[src/design/jts_map.vh]
// Constants for the test access port and serial-wire write-packet logic
// Overview of operation
// - Tester drives TDI, TMS and TCK; TDO is the only output, for chaining.
// - TMS walks the TAP state machine, which picks the register between TDI and TDO.
// - Capture copies the data register into the shifter; update writes it back.
// - A four-bit instruction register selects which data register is shifted.
// - Bypass is one stage linking TDI to TDO.
// - A 32-bit identification register gives maker and part identity.
// - Boundary register has one stage per scanned pin, setting or reading it.
// - External test shifts the boundary register, captures pin values and drives updated ones.
// - Sample shifts the boundary register while normal operation carries on.
// - Preload fills the boundary register in normal mode before external test.
// - Identification instruction puts the identification register in the path.
// - Internal test uses the boundary register on core signals instead of pins.
// - Host always drives the wire clock; data line is driven by either side.
// - Host changes data on falling edges; device samples on the next rising edge.
// - First turnaround is half a clock; device drives acknowledge from rising edges.
// - Second turnaround lasts one and a half clocks with nobody driving.
// - Host adds three low clocks after each packet so the device can finish.
// - Any number of low clocks between packets is treated as idle.
// - Header starts with a one, ends with stop zero then park one.
// - Header parity is even over port select, direction and two address bits.
// - Acknowledge OK 001, WAIT 010, FAULT 100; only FAULT reports an earlier transfer, a data parity error.
// - Address, acknowledge and data travel least significant bit first.
`ifndef JTS_MAP_VH
`define JTS_MAP_VH
`define JTS_IR_W        4
`define JTS_IR_EXTEST   4'h0
`define JTS_IR_SAMPLE   4'h2
`define JTS_IR_PRELOAD  4'h3
`define JTS_IR_IDCODE   4'h4
`define JTS_IR_INTEST   4'h5
`define JTS_IR_BYPASS   4'hf
`define JTS_IR_CAPTURE  4'h1
`define JTS_BSR_W       8
`define JTS_ID_W        32
`define JTS_IDCODE_VAL  32'h10000001
`define JTS_ACK_OK      3'h1
`define JTS_ACK_WAIT    3'h2
`define JTS_ACK_FAULT   3'h4
`define JTS_HDR_LAST    6'h06
`define JTS_DATA_LAST   6'h20
`define JTS_ACK_BITS    2'h3
`define JTS_LINE_RESET  6'h32
`endif

[src/design/jts_test_port.v]
// JTAG TAP with boundary scan plus serial-wire write-packet receiver
`timescale 1ns/1ps
`default_nettype none
`include "jts_map.vh"
module jts_test_port #(
    parameter [31:0] ID_VALUE = `JTS_IDCODE_VAL   // Arbitrary identity value, bit 0 set
) (
    input  wire                   sys_clk,
    input  wire                   rst,
    input  wire                   tck,
    input  wire                   tms,
    input  wire                   tdi,
    output wire                   tdo,
    input  wire [`JTS_BSR_W-1:0]  padIn,
    input  wire [`JTS_BSR_W-1:0]  funcOut,
    output wire [`JTS_BSR_W-1:0]  padOut,
    output wire [`JTS_BSR_W-1:0]  coreIn,
    output wire                   testMode,
    input  wire                   serial_wire_clock,
    input  wire                   swdioIn,
    output wire                   swdioOut,
    output wire                   swdioOe_n,
    input  wire                   wrBusy,
    output wire                   wrStrobe,
    output wire [31:0]            wrData,
    output wire [1:0]             wrAddr,
    output wire                   wrPort
);
    // TAP states
    localparam [3:0] TLR = 4'h0, RTI = 4'h1, SDS = 4'h2, CDR = 4'h3;
    localparam [3:0] SDR = 4'h4, E1D = 4'h5, PDR = 4'h6, E2D = 4'h7;
    localparam [3:0] UDR = 4'h8, SIS = 4'h9, CIR = 4'ha, SIR = 4'hb;
    localparam [3:0] E1I = 4'hc, PIR = 4'hd, E2I = 4'he, UIR = 4'hf;
    // Data register selections
    localparam [1:0] SEL_BYP = 2'h0, SEL_ID = 2'h1, SEL_BSR = 2'h2;
    // Serial-wire states
    localparam [2:0] W_LRST = 3'h0, W_IDLE = 3'h1, W_HDR = 3'h2;
    localparam [2:0] W_ACK = 3'h3, W_TRN = 3'h4, W_DATA = 3'h5;

    // Instruction decode, shared by capture, shift length and update
    function [1:0] selOf;
        input [`JTS_IR_W-1:0] ir;
        begin
            case (ir)
                `JTS_IR_EXTEST, `JTS_IR_SAMPLE,
                `JTS_IR_PRELOAD, `JTS_IR_INTEST: selOf = SEL_BSR;
                `JTS_IR_IDCODE:                   selOf = SEL_ID;
                default:                          selOf = SEL_BYP;
            endcase
        end
    endfunction

    // ========================================================
    // Pin synchronisers
    // ========================================================
    reg  [2:0]             tckS_r;
    reg  [1:0]             tmsS_r;
    reg  [1:0]             tdiS_r;
    reg  [2:0]             swcS_r;
    reg  [1:0]             swdS_r;
    reg  [`JTS_BSR_W-1:0]  padS1_r;
    reg  [`JTS_BSR_W-1:0]  padS2_r;
    wire                   tckRise;
    wire                   tckFall;
    wire                   swRise;
    wire                   swBit;

    // Stage 0 feeds stage 1 only; edges come from stages 1 and 2
    always @(posedge sys_clk or posedge rst) begin
        if (rst) begin
            tckS_r  <= 3'h0;
            tmsS_r  <= 2'h3;
            tdiS_r  <= 2'h3;
            swcS_r  <= 3'h0;
            swdS_r  <= 2'h0;
            padS1_r <= {`JTS_BSR_W{1'b0}};
            padS2_r <= {`JTS_BSR_W{1'b0}};
        end else begin
            tckS_r  <= {tckS_r[1:0], tck};
            tmsS_r  <= {tmsS_r[0], tms};
            tdiS_r  <= {tdiS_r[0], tdi};
            swcS_r  <= {swcS_r[1:0], serial_wire_clock};
            swdS_r  <= {swdS_r[0], swdioIn};
            padS1_r <= padIn;
            padS2_r <= padS1_r;
        end
    end

    assign tckRise = tckS_r[1] & ~tckS_r[2];
    assign tckFall = ~tckS_r[1] & tckS_r[2];
    assign swRise  = swcS_r[1] & ~swcS_r[2];
    assign swBit   = swdS_r[1];

    // ========================================================
    // TAP controller
    // ========================================================
    reg  [3:0]             tapSt_r;
    reg  [3:0]             tapSt_nxt;
    reg  [`JTS_IR_W-1:0]   irReg_r;
    reg  [`JTS_IR_W-1:0]   irShift_r;
    reg  [31:0]            drShift_r;
    reg  [31:0]            drShift_nxt;
    reg  [31:0]            capVal;
    reg  [`JTS_BSR_W-1:0]  bsrUpd_r;
    reg                    tdo_r;
    reg  [`JTS_BSR_W-1:0]  padOut_r;
    reg  [`JTS_BSR_W-1:0]  coreIn_r;
    wire [1:0]             drSel;
    wire                   inExtest;
    wire                   inIntest;

    assign drSel    = selOf(irReg_r);
    assign inExtest = (irReg_r == `JTS_IR_EXTEST);
    assign inIntest = (irReg_r == `JTS_IR_INTEST);

    // Standard sixteen-state walk, steered by TMS on each TCK rise
    always @* begin
        case (tapSt_r)
            TLR:     tapSt_nxt = tmsS_r[1] ? TLR : RTI;
            RTI:     tapSt_nxt = tmsS_r[1] ? SDS : RTI;
            SDS:     tapSt_nxt = tmsS_r[1] ? SIS : CDR;
            CDR:     tapSt_nxt = tmsS_r[1] ? E1D : SDR;
            SDR:     tapSt_nxt = tmsS_r[1] ? E1D : SDR;
            E1D:     tapSt_nxt = tmsS_r[1] ? UDR : PDR;
            PDR:     tapSt_nxt = tmsS_r[1] ? E2D : PDR;
            E2D:     tapSt_nxt = tmsS_r[1] ? UDR : SDR;
            UDR:     tapSt_nxt = tmsS_r[1] ? SDS : RTI;
            SIS:     tapSt_nxt = tmsS_r[1] ? TLR : CIR;
            CIR:     tapSt_nxt = tmsS_r[1] ? E1I : SIR;
            SIR:     tapSt_nxt = tmsS_r[1] ? E1I : SIR;
            E1I:     tapSt_nxt = tmsS_r[1] ? UIR : PIR;
            PIR:     tapSt_nxt = tmsS_r[1] ? E2I : PIR;
            E2I:     tapSt_nxt = tmsS_r[1] ? UIR : SIR;
            UIR:     tapSt_nxt = tmsS_r[1] ? SDS : RTI;
            default: tapSt_nxt = TLR;
        endcase
    end

    // Capture source and shift step; TDI enters at the top of the active length
    always @* begin
        capVal      = 32'h0;
        drShift_nxt = {1'b0, drShift_r[31:1]};
        case (drSel)
            SEL_ID: begin
                capVal      = ID_VALUE;
                drShift_nxt[`JTS_ID_W-1] = tdiS_r[1];
            end
            SEL_BSR: begin
                // Internal test looks at core drive, the others at the pads
                capVal[`JTS_BSR_W-1:0] = inIntest ? funcOut : padS2_r;
                drShift_nxt[`JTS_BSR_W-1] = tdiS_r[1];
            end
            default: begin
                drShift_nxt[0] = tdiS_r[1];
            end
        endcase
    end

    // TAP registers; TDO moves on the falling edge so the tester samples it on the rise
    always @(posedge sys_clk or posedge rst) begin
        if (rst) begin
            tapSt_r   <= TLR;
            irReg_r   <= `JTS_IR_IDCODE;
            irShift_r <= {`JTS_IR_W{1'b0}};
            drShift_r <= 32'h0;
            bsrUpd_r  <= {`JTS_BSR_W{1'b0}};
            tdo_r     <= 1'b0;
        end else begin
            if (tckRise) begin
                tapSt_r <= tapSt_nxt;
                case (tapSt_r)
                    TLR: irReg_r   <= `JTS_IR_IDCODE;
                    CIR: irShift_r <= `JTS_IR_CAPTURE;
                    SIR: irShift_r <= {tdiS_r[1], irShift_r[`JTS_IR_W-1:1]};
                    UIR: irReg_r   <= irShift_r;
                    CDR: drShift_r <= capVal;
                    SDR: drShift_r <= drShift_nxt;
                    UDR: begin
                        if (drSel == SEL_BSR) begin
                            bsrUpd_r <= drShift_r[`JTS_BSR_W-1:0];
                        end
                    end
                    default: tapSt_r <= tapSt_nxt;
                endcase
            end
            if (tckFall) begin
                if (tapSt_r == SIR) begin
                    tdo_r <= irShift_r[0];
                end else if (tapSt_r == SDR) begin
                    tdo_r <= drShift_r[0];
                end
            end
        end
    end

    // Pad and core muxes; pads follow the update stage only under external test
    always @(posedge sys_clk or posedge rst) begin
        if (rst) begin
            padOut_r <= {`JTS_BSR_W{1'b0}};
            coreIn_r <= {`JTS_BSR_W{1'b0}};
        end else begin
            padOut_r <= inExtest ? bsrUpd_r : funcOut;
            coreIn_r <= inIntest ? bsrUpd_r : padS2_r;
        end
    end

    assign tdo      = tdo_r;
    assign padOut   = padOut_r;
    assign coreIn   = coreIn_r;
    assign testMode = inExtest | inIntest;

    // ========================================================
    // Serial-wire write packet
    // ========================================================
    reg  [2:0]   swSt_r;
    reg  [5:0]   bitCnt_r;
    reg  [6:0]   hdr_r;
    reg  [2:0]   ack_r;
    reg          ackOk_r;
    reg          faultPend_r;
    reg  [32:0]  wdat_r;
    reg  [5:0]   highCnt_r;
    reg          swdOut_r;
    reg          swdOe_n_r;
    reg          wrStrobe_r;
    reg  [31:0]  wrData_r;
    reg  [1:0]   wrAddr_r;
    reg          wrPort_r;
    wire [6:0]   hdrFull;
    wire [32:0]  datFull;
    wire         hdrGood;

    assign hdrFull = {swBit, hdr_r[6:1]};
    assign datFull = {swBit, wdat_r[32:1]};
    // Start already seen; check parity over bits 0..4, stop low, park high
    assign hdrGood = ~(^hdrFull[4:0]) & ~hdrFull[5] & hdrFull[6];

    // All wire activity is paced by detected rising edges of the host clock
    always @(posedge sys_clk or posedge rst) begin
        if (rst) begin
            swSt_r      <= W_IDLE;
            bitCnt_r    <= 6'h0;
            hdr_r       <= 7'h0;
            ack_r       <= `JTS_ACK_OK;
            ackOk_r     <= 1'b0;
            faultPend_r <= 1'b0;
            wdat_r      <= 33'h0;
            highCnt_r   <= 6'h0;
            swdOut_r    <= 1'b0;
            swdOe_n_r   <= 1'b1;
            wrStrobe_r  <= 1'b0;
            wrData_r    <= 32'h0;
            wrAddr_r    <= 2'h0;
            wrPort_r    <= 1'b0;
        end else begin
            wrStrobe_r <= 1'b0;
            if (swRise) begin
                // Fifty or more high clocks force a line reset
                highCnt_r <= (swBit && highCnt_r != `JTS_LINE_RESET) ?
                             highCnt_r + 6'h1 : (swBit ? highCnt_r : 6'h0);
                case (swSt_r)
                    W_LRST: begin
                        if (!swBit) begin
                            swSt_r <= W_IDLE;
                        end
                    end
                    W_IDLE: begin
                        if (swBit) begin
                            swSt_r   <= W_HDR;
                            bitCnt_r <= 6'h0;
                        end
                    end
                    W_HDR: begin
                        hdr_r    <= hdrFull;
                        bitCnt_r <= bitCnt_r + 6'h1;
                        if (bitCnt_r == `JTS_HDR_LAST) begin
                            bitCnt_r <= 6'h0;
                            // Bad headers and read requests get no answer
                            if (hdrGood && !hdrFull[1]) begin
                                swSt_r <= W_ACK;
                                if (faultPend_r) begin
                                    ack_r   <= `JTS_ACK_FAULT;
                                    ackOk_r <= 1'b0;
                                end else if (wrBusy) begin
                                    ack_r   <= `JTS_ACK_WAIT;
                                    ackOk_r <= 1'b0;
                                end else begin
                                    ack_r   <= `JTS_ACK_OK;
                                    ackOk_r <= 1'b1;
                                end
                            end else begin
                                swSt_r <= W_IDLE;
                            end
                        end
                    end
                    W_ACK: begin
                        bitCnt_r <= bitCnt_r + 6'h1;
                        if (bitCnt_r[1:0] == `JTS_ACK_BITS) begin
                            swdOe_n_r <= 1'b1;
                            swSt_r    <= W_TRN;
                        end else begin
                            swdOe_n_r <= 1'b0;
                            swdOut_r  <= ack_r[bitCnt_r[1:0]];
                        end
                    end
                    W_TRN: begin
                        // Rise inside the second turnaround carries no data
                        swSt_r   <= W_DATA;
                        bitCnt_r <= 6'h0;
                    end
                    W_DATA: begin
                        wdat_r   <= datFull;
                        bitCnt_r <= bitCnt_r + 6'h1;
                        if (bitCnt_r == `JTS_DATA_LAST) begin
                            swSt_r <= W_IDLE;
                            if (^datFull) begin
                                faultPend_r <= 1'b1;
                            end else if (ackOk_r) begin
                                wrStrobe_r <= 1'b1;
                                wrData_r   <= datFull[31:0];
                                wrAddr_r   <= hdr_r[3:2];
                                wrPort_r   <= hdr_r[0];
                            end
                        end
                    end
                    default: swSt_r <= W_IDLE;
                endcase
                if (swBit && highCnt_r >= `JTS_LINE_RESET - 6'h1) begin
                    swSt_r      <= W_LRST;
                    swdOe_n_r   <= 1'b1;
                    faultPend_r <= 1'b0;
                end
            end
        end
    end

    assign swdioOut  = swdOut_r;
    assign swdioOe_n = swdOe_n_r;
    assign wrStrobe  = wrStrobe_r;
    assign wrData    = wrData_r;
    assign wrAddr    = wrAddr_r;
    assign wrPort    = wrPort_r;
endmodule // jts_test_port
`default_nettype wire

[config.mk]
export PLATFORM = sky130hd
export DESIGN_NAME = jts_test_port
export DESIGN_NICKNAME = d
export VERILOG_FILES = /design/src/design/jts_test_port.v
export VERILOG_INCLUDE_DIRS = /design/src /design/src/design
export SDC_FILE = /design/constraint.sdc
export NUM_CORES = 1
export LEC_CHECK = 0
export BUFFER_PORTS_ARGS = -buffer_cell sky130_fd_sc_hd__clkbuf_2
export CAP_MARGIN = 0
export CORE_UTILIZATION = 45
export CTS_CLUSTER_SIZE = 24
export DETAILED_ROUTE_END_ITERATION = 7
export GPL_TIMING_DRIVEN = 1
export PLACE_DENSITY = 0.63
export REMOVE_ABC_BUFFERS = 1
export SLEW_MARGIN = 20
export SYNTH_ARGS = -nofsm -noshare
export SYNTH_HDL_FRONTEND = slang
export SYNTH_SLANG_ARGS = --single-unit
export TNS_END_PERCENT = 100
[constraint.sdc]
create_clock -name sys_clk -period 7.2 [get_ports sys_clk]
set_input_delay 1.08 -clock sys_clk [delete_from_list [all_inputs] [get_ports sys_clk]]
set_output_delay 1.08 -clock sys_clk [all_outputs]
set_load 0.01 [all_outputs]
After elaboration in Yosys (flattened, before gate mapping)
Index checks and enable logic that the tools add are counted.
{"block": "totals", "ff_bits": 195, "word_cells": 180, "in_bits": 24}
{"block": "op_classes", "reduce_logical": 39, "bitwise": 13, "n_mux": 58, "n_lt_le_gt_ge": 2, "n_eq_ne": 37, "add_sub_neg": 2}
{"op": "32-bit one-hot mux with 2 select lines", "n": 1}
{"op": "4-bit one-hot mux with 12 select lines", "n": 1}
{"op": "33-bit XOR reduction", "n": 1}
{"op": "4-bit equality test, second input constant", "n": 8}
{"op": "3-bit 2-to-1 mux", "n": 9}
{"op": "4-bit by 3-bit equality test with 1-bit output, second input constant", "n": 6}
{"op": "6-bit 2-to-1 mux", "n": 4}
{"op": "8-bit 2-to-1 mux", "n": 3}
{"op": "6-bit one-hot mux with 4 select lines", "n": 1}
{"op": "1-bit 2-to-1 mux", "n": 23}
{"op": "21-bit 2-to-1 mux", "n": 1}
{"op": "3-bit one-hot mux with 6 select lines", "n": 1}
{"op": "4-bit by 2-bit equality test with 1-bit output, second input constant", "n": 4}
{"op": "4-bit 2-to-1 mux", "n": 4}
{"op": "4-bit one-hot mux with 2 select lines", "n": 2}
{"op": "8-bit one-hot mux with 2 select lines", "n": 1}
{"op": "2-bit AND reduction", "n": 8}
{"op": "2-bit nonzero test", "n": 8}
{"op": "3-bit != test, second input constant", "n": 5}
{"op": "6-bit by 1-bit adder with 6-bit output, second input constant", "n": 2}
{"op": "2-bit 2-to-1 mux", "n": 5}
{"op": "3-bit AND reduction", "n": 3}
{"op": "4-bit zero test", "n": 2}
{"op": "4-bit AND reduction", "n": 2}
{"op": "other kinds (28)", "n": 46}

Longest topological paths before layout
Gate-level depths: netlist of run 1.
{"block": "logic_depth", "depth_word": 9, "depth_mapped": 9}

Worst setup path after synthesis of run 1
No wires, ideal clock.
{"block": "synth_timing", "path_kind": "reg2out", "start": "reg irReg_r[2]", "end": "out testMode", "arrival_ns": 1.530, "n_path_buf": 2, "setup_slack_ns": 4.590, "path_stages_with_launch": 5, "t_required_ns": 6.120, "cell_sequence": "dfstp_2 > nor4bb_1 > clkbuf_1 > clkbuf_1 > or2_2"}
{"block": "synth_between", "elab_chain_len": 2, "word_cells_on_any_way": 3, "cone_classes": "eq/ne (1); bitwise (1); reduce/logical (1)"}
{"item": "start, declared", "line": "jts_test_port.v:99", "source": "reg [`JTS_IR_W-1:0] irReg_r;"}
{"item": "start signal, assigned", "line": "jts_test_port.v:163", "source": "irReg_r <= `JTS_IR_IDCODE;"}
{"item": "start signal, assigned", "line": "jts_test_port.v:172", "source": "TLR: irReg_r <= `JTS_IR_IDCODE;"}
{"item": "start signal, assigned", "line": "jts_test_port.v:175", "source": "UIR: irReg_r <= irShift_r;"}
{"item": "4-bit by 3-bit equality test with 1-bit output or 4-bit zero test (tied branches)"}
{"item": "1-bit OR (*)", "line": "jts_test_port.v:210", "source": "assign testMode = inExtest | inIntest;"}
{"item": "end, declared", "line": "jts_test_port.v:18", "source": "output wire testMode,"}
Mark *: on every way between the ends. The rest lies on a longest branch, timed or not.

Worst setup path in the final report of run 1
{"block": "layout_timing", "start": "reg swdS_r[1]", "end": "reg wrData_r[10], in the netlist wrData[10]"}
{"block": "layout_between", "elab_chain_len": 3}
{"item": "start, declared", "line": "jts_test_port.v:60", "source": "reg [1:0] swdS_r;"}
{"item": "start signal, assigned", "line": "jts_test_port.v:83", "source": "swdS_r <= {swdS_r[0], swdioIn};"}
{"item": "33-bit XOR reduction", "line": "jts_test_port.v:316", "source": "if (^datFull) begin"}
{"item": "1-bit inverter (no source line)"}
{"item": "5-bit AND reduction (no source line)"}
{"item": "end signal, assigned", "line": "jts_test_port.v:320", "source": "wrData_r <= datFull[31:0];"}
{"item": "end, declared", "line": "jts_test_port.v:226", "source": "reg [31:0] wrData_r;"}
No other way between the ends.
A chain may end at the register's enable or synchronous reset.

==> metrics, run 1 <==
Pwr Total=roughly 0.0028 W; Pre-antenna DRT Iters=6; Seq/Total Area, Yosys=0.591; kind of critical path=reg2reg; synthesized instance count=around 670; die area=about 0.019 mm2; Crit. End Element=register; post-route clock period utilization=0.411; clk slew on worst S/H paths=0.07 ns; routed wire length per instance=16.0 um; CTS resizes=0; Die Y=approximately 140 um; Hold Path Cell Cnt=0; RSZ-0062 raised after global routing=no; grt ovf=0; die width=~140 um; root buf cell=clkbuf_16; CTS Buf Count=17; ys async rst share=1.00; vias in the first global route=5340; fmax=between 0.3 and 0.4 GHz; number of distinct library cells after synthesis=50; total negative slack=0 ns; worst r2r src=swdS_r[1]$_DFF_PP0_; post-route cell area=roughly 0.0094 mm2; Core Util, Final=0.524; core footprint=~0.018 mm2; IO Port Bufs=79; CTS tree=done; CP bufs+invs=1; Max clock buf depth=2; synthesized area=between 0.008 and 0.009 mm2; GR Util All Layers=0.183; critical hold path startpoint=swdS_r[0]$_DFF_PP0_; final hold viol count=0; clock sink count=194; cts hold-fix bufs=0; maxcap violations=0; share of cells above drive strength 1=0.300; post-route clock skew=between 0.01 and 0.015 ns; Final setup violation count=0; Synth top area share=0.566; RePlAce Congestion=about 0.84; Area Growth Syn to Fin=14.4%; stages on the worst setup path=7; Layout Nets=~780; Detailed Place HPWL=about 10 mm; number of synthesized flops with an enable pin=0; Most Frequent Cell on Critical Path=xnor2_1; delay-heaviest family, CP=XOR/XNOR gates; status=finished clean; post-placement setup slack=between 4 and 5 ns; CP max FO=23; first-pass GRT wire length=~27 mm; Crit-path slowest cell=dfrtp_1; H-tree Lvls=4; crit-path cells=xnor2_1 > xnor2_1 > xnor2_1 > xnor3_1 > mux2i_4 > buf_4 > mux2_2; prevailing post-synth register cell=dfrtp_1; CP arrival=around 3.3 ns; # rows=around 50; Initial Util=0.458; Routed WL=between 15 and 20 mm; CP Data Required Time=about 7.5 ns; top-level port count=80; Syn Area/Cell=about 12 um2; Final Critical Period=approximately 3 ns; worst skew pair latency=0.43 ns; Critical Path Start=swdS_r[1]$_DFF_PP0_; register bit count reported by yosys=between 150 and 200; FF-to-FF path depth=7; Slowest Stage Delay on Critical Path=0.52 ns; initial antenna violation count=1; postcts setup bufs=0; 1st-iter DRT viols=~280; fin. max-slew vios=0; Synth warnings=0; relative slew slack=0.384; Max VDD drop=229 uV; startpoint types=register; worst slew pin tran=around 0.92 ns; pin count of the biggest net entering global routing=121; leak pwr=about 4.5 nW; Hold WC Path Type=reg2reg; most common cell in the netlist=dfrtp_1; via count=around 5300; Via-to-Cell Ratio=5.39; top cells by area, synth=dfrtp_1 57%, mux2_2 13%, nand2_1 3.2%; PD cells=between 200 and 300 mW/mm2; most common library cells after synthesis=186 x dfrtp_1, 96 x mux2_2, 70 x nand2_1; setup slack after layout=4.24 ns; drt drc=0; dominant cell type by area after synthesis=dfrtp_1; DRT antenna net count=0; DP Area=0.00883 mm2
-- per-layer routing --
metal	global-route usage	share of wire
met5	0	0
met4	0.0574	0.011
met3	0.0567	0.052
met2	0.292	0.49
met1	0.238	0.45
-- worst reg2reg max path: stages (launching register included) --
cell and delay [ns]:
dfrtp_1 0.52, xnor2_1 0.25, xnor2_1 0.16, xnor2_1 0.14, xnor3_1 0.49, mux2i_4 0.50, buf_4 0.41, mux2_2 0.38
-- final cells by class --
class	instances	area [um2]
Clock inverter	11	128
Tap cell	229	287
Timing Repair Buffer	86	448
Multi-Input combinational cell	430	3170
Antenna cell	1	2.50
Inverter	15	63.8
Clock buffer	20	447
Fill cell	1556	8550
Sequential cell	194	4860
-- sequential cells by signal, indices dropped and copies added, names as in the netlist, 2 cells and up --
name / count
tmsS_r: 2
padOut: 8
coreIn: 8
hdr_r: 7
wrAddr: 2
ack_r: 3
bitCnt_r: 6
drShift_r: 32
tapSt_r: 4
bsrUpd_r: 8
tdiS_r: 2
padS2_r: 8
wrData: 32
irShift_r: 4
padS1_r: 8
highCnt_r: 6
irReg_r: 4
swcS_r: 3
wdat_r: 32
swdS_r: 2
tckS_r: 3
swSt_r: 3
-- cells by family after synthesis --
group,Yosys count,share of synthesized area
flops,194,0.591
simple gates,160,0.0917
compound gates,123,0.0975
mux,100,0.138
buf+inv,47,0.0242
xor+xnor,38,0.0438
fa+ha+maj,9,0.0137
-- cells in the final DEF (no fill, tap or decap), types with 2 or more instances in the layout --
cell type and count:
dfrtp_1 186, mux2_2 96, clkbuf_2 79, nand2_1 70, a21oi_1 36, xnor2_1 30
nor2_1 28, o21ai_0 28, a22o_1 28, clkbuf_16 17, inv_1 14, nand3_1 13
nor2b_1 11, nor3_1 11, ha_1 9, dfstp_2 8, buf_4 7, xor2_1 6
nand4_1 5, a31oi_1 4, o22ai_1 4, a21o_1 4, a211oi_1 4, nand2b_1 3
mux2i_1 3, nand3b_1 3, o31ai_1 3, or3_1 3, clkinvlp_4 3, inv_6 3
and3_1 2, xnor3_1 2, nand4b_1 2, a21boi_0 2, and2_1 2, o221ai_1 2
clkbuf_1 2, clkinv_2 2, bufinv_16 2
-- metrics by stage --
stage	hold WS [ns]	instances
2_1_floorplan	0.331	639
3_3_place_gp	0.337	954
3_5_place_dp	0.336	954
4_1_cts	0.357	985
5_1_grt	0.356	985
6_report	0.352	986
-- power breakdown --
group | internal, W | switching [W] | leakage [nW]
logic | 0.000220 | 0.000264 | 1.73
registers | 0.00121 | 0.000151 | 2.55
clock network | 0.000522 | 0.000402 | 0.273
-- worst paths after layout --
path | end | slack (ns)
worst min-delay path | swdS_r[1]$_DFF_PP0_ | 0.35
max in group asynchronous | padS1_r[1]$_DFF_PP0_ | 4.90
min in group asynchronous | tckS_r[0]$_DFF_PP0_ | 0.81
worst min register to register | swdS_r[1]$_DFF_PP0_ | 0.35
worst max register to register | wrData[10]$_DFFE_PP0P_ | 4.24
worst max-delay path | wrData[10]$_DFFE_PP0P_ | 4.24
Note: power is estimated with default switching activity, not from simulation.
==> run 2: changes to the inputs <==
- PLACE_DENSITY: 0.63 -> 0.66
- clock period: 7.2 -> 2.4 ns (I/O delays scaled with it)
==> run 2 against run 1 <==
  * The flow now finishes with violations (setup timing)
  * Sequential power rose to 3.0 times the previous value
  * Sequential share of layout area fell by 2.3 points
  * Cell count rose by 3.7%
  * Combinational power increased to 3.3 times the previous value
  * Via count increased by 1.8%
  * Clock skew increased by 0.0020 ns
  * Clock-buffer cell count is 1 higher
  * Clock power rose to 3.1 times the previous value
  * Non-clock buffer count grew 36
  * Critical endpoint is now wrData[25]$_DFFE_PP0P_
  * Highest routed layer is now met5
==> metrics, run 2 (synthesized netlist as in run 1, its figures left out) <==
status=finished, violations left; internal power=0.00597 W (+210%); 1st-iter DRT viols=266 (-4.7%); final hold viol count=0 (unchanged); die width=137 um (unchanged); delay-heaviest family, CP=XOR/XNOR gates; CP Data Required Time=2.72 ns (-4.79 ns); leak pwr=4.81 nW (+5.7%); drt drc=0 (unchanged); setup slack after layout=-0.00283 ns (-4.24 ns); top-level port count=80 (unchanged); worst skew pair latency=0.44 ns (about the same); switching fraction of total power=0.293 (-0.00174); relative slew slack=0.586 (+0.202); CP arrival=2.72 ns (-0.55 ns); Die Y=137 um (unchanged); Crit. End Element=register; die area=0.0188 mm2 (unchanged); Slowest Stage Delay on Critical Path=0.48 ns (-0.04 ns); share of cells above drive strength 1=0.344 (+0.0440); Initial Util=0.458 (unchanged); combinational share of power=0.190 (+0.015); fmax=0.416 GHz (+23%); DRT antenna net count=0 (unchanged); CP bufs+invs=2 (+1); post-placement setup slack=-0.0484 ns (-4.30 ns); Max VDD drop=569 uV (+150%); Final Critical Period=2.40 ns (-0.557 ns); cell count after placement=973 (+2.0%); fin. max-slew vios=0 (unchanged); net switching power=0.00248 W (+200%); stages on the worst setup path=8 (+1); Hold WC Path Type=in2async; CTS tree=done; core footprint=0.0180 mm2 (unchanged); routed wire length per instance=15.8 um (-0.92%); pin count of the biggest net entering global routing=89 (-26%); kind of critical path=reg2reg; first-pass GRT wire length=26.5 mm (-1.0%); R2R setup slack=-0.003 ns (-4.24 ns); # rows=49 (unchanged); clock sink count=194 (unchanged); Pre-antenna DRT Iters=6 (unchanged); initial antenna violation count=1 (unchanged); clock group share of total power=0.334 (about the same); Pwr Total=0.00846 W (+210%); crit-path cells=xnor2_2 > xnor2_1 > xnor2_1 > xnor3_2 > mux2i_4 > buf_12 > buf_12 > mux2_2; post-route clock period utilization=1.00 (+0.590); worst slew pin tran=0.620 ns (-0.304 ns); IO Port Bufs=79 (unchanged); Crit-path slowest cell=xnor3_2; CTS Buf Count=17 (unchanged); Antenna Cells=0 (-1); Final Hold Slack=0.00855 ns (-0.343 ns); grt ovf=0 (unchanged); Layout Nets=813 (+4.6%); Max clock buf depth=2 (unchanged); most frequent cells in the layout=186 x dfrtp_1, 96 x mux2_2, 79 x clkbuf_2; PD cells=858 mW/mm2 (+190%); CP max FO=12 (-48%); clk slew on worst S/H paths=0.07 ns (about the same); Critical Path Start=wdat_r[27]$_DFFE_PP0P_; FF-to-FF path depth=8 (+1); Final setup violation count=3 (+3); maxcap violations=0 (unchanged); Non-Filler Instances=1022 (+3.7%); RePlAce Congestion=0.829 (-1.5%); post-route clock skew=0.0122 ns (+0.00203 ns); H-tree Lvls=4 (unchanged); most common cell after layout, fill and taps aside=dfrtp_1; failing checks=setup timing; Routed WL=16.2 mm (+2.7%); via count=5416 (+1.8%); worst r2r src=wdat_r[27]$_DFFE_PP0P_; total negative slack=-0.00386 ns (-0.00386 ns); sequential power share=0.476 (-0.015); Area Growth Syn to Fin=19.8%; vias in the first global route=5247 (-1.7%); Detailed Place HPWL=10.8 mm (+2.7%); root buf cell=clkbuf_16; Via-to-Cell Ratio=5.30 (-1.7%); GR Util All Layers=0.183 (about the same); startpoint types=register
run 2: per-layer routing:
| metal | vias up | share of wire | global-route usage |
|---|---|---|---|
| met5 | - | 0.00068 | 0 |
| met1 | 2701 | 0.45 | 0.246 |
| met4 | 2 | 0.014 | 0.0592 |
| li1 | 2585 | - | - |
| met2 | 106 | 0.49 | 0.282 |
| met3 | 22 | 0.045 | 0.0578 |
run 2: power groups by stage:
stage	Combinational (W)	Sequential (W)	Clock [W]
final	0.00161	0.00402	0.00283
after global placement	0.00151	0.00405	0
after detailed placement	0.00157	0.00407	0
after floorplan	0.00109	0.00403	0
after global routing	0.00181	0.00409	0.00303
after CTS	0.00159	0.00401	0.00289
run 2: layout make-up:
cell class,count,area [um2]
clock buffers,21,460
clock inverters,11,125
fillers,1501,8110
inverters,15,63.8
multi-input cells,430,3250
flip-flops and latches,194,4860
well taps,229,287
repair buffers,122,810
run 2: final timing paths:
path	to
max	wrData[25]$_DFFE_PP0P_
min	padS1_r[0]$_DFF_PP0_
max reg2reg	wrData[25]$_DFFE_PP0P_
min reg2reg	padS2_r[0]$_DFF_PP0_
max in group asynchronous	ack_r[0]$_DFFE_PP1P_
min in group sys_clk	padS1_r[6]$_DFF_PP0_
run 2: what timing repair did:
action,CTS,global route
hold buffers,2,1
gates cloned,0,2
endpoints found under the hold margin,2,1
setup endpoints to repair,11,35
pin swaps,0,8
buffers inserted,0,12
resized for setup,2,13
run 2: per-stage QoR:
step                instance area [um2]   util
global route                       9860  0.549
finish                             9860  0.549
detailed placement                 9010  0.502
floorplan                          8080      -
CTS                                9620  0.536
global placement                   9010  0.502
==> run 3: changes to the inputs <==
- PLACE_DENSITY: 0.66 -> not set
- PLACE_DENSITY_LB_ADDON: not set -> 0.1
==> run 3 against run 2 <==
  * The flow now finishes without violations
  * First-iteration DRC count grew 7.1%
  * Combinational power is essentially flat
  * Critical path type unchanged
  * Global-route usage is essentially flat
  * Utilization shrank 1.4 points
  * Critical path depth shrank 1
  * Non-clock buffer count shrank 14
  * Via count shrank 0.72%
  * Sequential power is essentially flat
  * Sequential share of layout area grew 1.3 points
  * Power shrank 1.7%
==> metrics, run 3 (synthesized netlist as in run 1, its figures left out) <==
status=finished clean; Hold WC Path Type=in2reg; Pre-antenna DRT Iters=4 (-2); Layout Nets=799 (-1.7%); most frequent cells in the layout=186 x dfrtp_1, 96 x mux2_2, 79 x clkbuf_2; crit-path cells=xnor2_1 > xnor2_1 > xnor2_1 > xnor3_2 > mux2i_4 > buf_12 > mux2_2; die area=0.0188 mm2 (unchanged); pin count of the biggest net entering global routing=66 (-26%); post-placement setup slack=-0.00705 ns (+0.0414 ns); RePlAce Congestion=0.808 (-2.4%); Non-Filler Instances=1008 (-1.4%); H-tree Lvls=4 (unchanged); Detailed Place HPWL=10.7 mm (-1.2%); clk slew on worst S/H paths=0.07 ns (about the same); clock sink count=194 (unchanged); top-level port count=80 (unchanged); startpoint types=register; fin. max-slew vios=0 (unchanged); Max VDD drop=503 uV (-12%); # rows=49 (unchanged); CP max FO=30 (+18); final hold viol count=0 (unchanged); initial antenna violation count=1 (unchanged); via count=5377 (-0.72%); post-route clock skew=0.0121 ns (-0.000127 ns); root buf cell=clkbuf_16; setup slack after layout=0.0599 ns (+0.0628 ns); Routed WL=15.8 mm (-2.7%); Crit. End Element=register; grt ovf=0 (unchanged); Final setup violation count=0 (-3); 1st-iter DRT viols=285 (+7.1%); Crit-path slowest cell=dfrtp_1; Via-to-Cell Ratio=5.33 (+0.66%); Die Y=137 um (unchanged); total negative slack=0 ns (+0.00386 ns); vias in the first global route=5314 (+1.3%); RSZ-0062 raised after global routing=yes; CTS tree=done; Slowest Stage Delay on Critical Path=0.43 ns (-0.05 ns); most common cell after layout, fill and taps aside=dfrtp_1; Max clock buf depth=2 (unchanged); post-route clock period utilization=0.975 (-0.0262); maxcap violations=0 (unchanged); fmax=0.427 GHz (+2.7%); relative slew slack=0.628 (+0.0421); die width=137 um (unchanged); drt drc=0 (unchanged); Antenna Cells=0 (unchanged); kind of critical path=reg2reg; share of cells above drive strength 1=0.321 (-0.0233); Most Frequent Cell on Critical Path=xnor2_1; Area Growth Syn to Fin=16.8%; Final Critical Period=2.34 ns (-0.0628 ns); CP arrival=2.65 ns (-0.07 ns); PD cells=865 mW/mm2 (+0.79%); DRT antenna net count=0 (unchanged); first-pass GRT wire length=26.6 mm (+0.47%); GR Util All Layers=0.183 (-0.000410); IO Port Bufs=79 (unchanged); leak pwr=4.68 nW (-2.7%); core footprint=0.0180 mm2 (unchanged); routed wire length per instance=15.6 um (-1.3%); CP Data Required Time=2.71 ns (about the same); CTS Buf Count=17 (unchanged); cell count after placement=973 (unchanged); postcts setup bufs=0 (unchanged); Initial Util=0.458 (unchanged); worst skew pair latency=0.43 ns (about the same); worst slew pin tran=0.554 ns (-0.0664 ns)
run 3: final cells by class:
class | count | area [um2]
clock inverters | 15 | 140
repair buffers | 108 | 658
well taps | 229 | 287
clock buffers | 17 | 425
multi-input cells | 430 | 3170
flip-flops and latches | 194 | 4860
fillers | 1584 | 8350
inverters | 15 | 63.8
run 3: through the flow:
step                      hold slack [ns]   util  instance area [um2]  power (W)
after floorplan                     0.331      -                 8080    0.00512
after global placement              0.334  0.502                 9010    0.00560
after detailed placement            0.336  0.502                 9010    0.00566
after CTS                          0.0117  0.535                 9610    0.00841
after global routing               0.0120  0.535                 9610    0.00881
final                              0.0338  0.535                 9610    0.00831
run 3: layer usage:
layer / GRT usage / up-vias / part of all wire
met1: 0.237 / 2706 / 0.46
met4: 0.0598 / 2 / 0.015
met2: 0.292 / 91 / 0.48
met3: 0.0563 / 18 / 0.044
li1: - / 2560 / -
met5: 0 / - / 0.00057
run 3: power breakdown:
part           internal (W)  switching, W
registers           0.00363      0.000365
clock network       0.00138       0.00133
logic              0.000741      0.000874
run 3: what timing repair did:
| action | CTS | global route |
|---|---|---|
| resized for setup | 1 | 0 |
| endpoints found under the setup margin | 30 | 35 |
| pin swaps | 0 | 2 |
| hold buffers | 3 | 0 |
| endpoints found under the hold margin | 41 | 0 |
run 3: worst paths after layout:
path | start | end | slack [ns] | depth (start not counted)
min | padIn[6] | padS1_r[6]$_DFF_PP0_ | 0.03 | 1
max | wdat_r[10]$_DFFE_PP0P_ | wrData[7]$_DFFE_PP0P_ | 0.06 | 7
min reg2reg | padS1_r[5]$_DFF_PP0_ | padS2_r[5]$_DFF_PP0_ | 0.35 | 0
max in group asynchronous | rst | hdr_r[3]$_DFFE_PP0P_ | 1.18 | 4
min in group asynchronous | rst | tckS_r[0]$_DFF_PP0_ | 0.53 | 3
max reg2reg | wdat_r[10]$_DFFE_PP0P_ | wrData[7]$_DFFE_PP0P_ | 0.06 | 7
run 3: worst max-delay path: cells and delay by family, from the launching register on:
kind                      cells  cell delay (ns)
DFF                           1             0.43
muxes                         2             0.57
buffers and inverters         1             0.23
xor gates and xnor gates      4             0.98
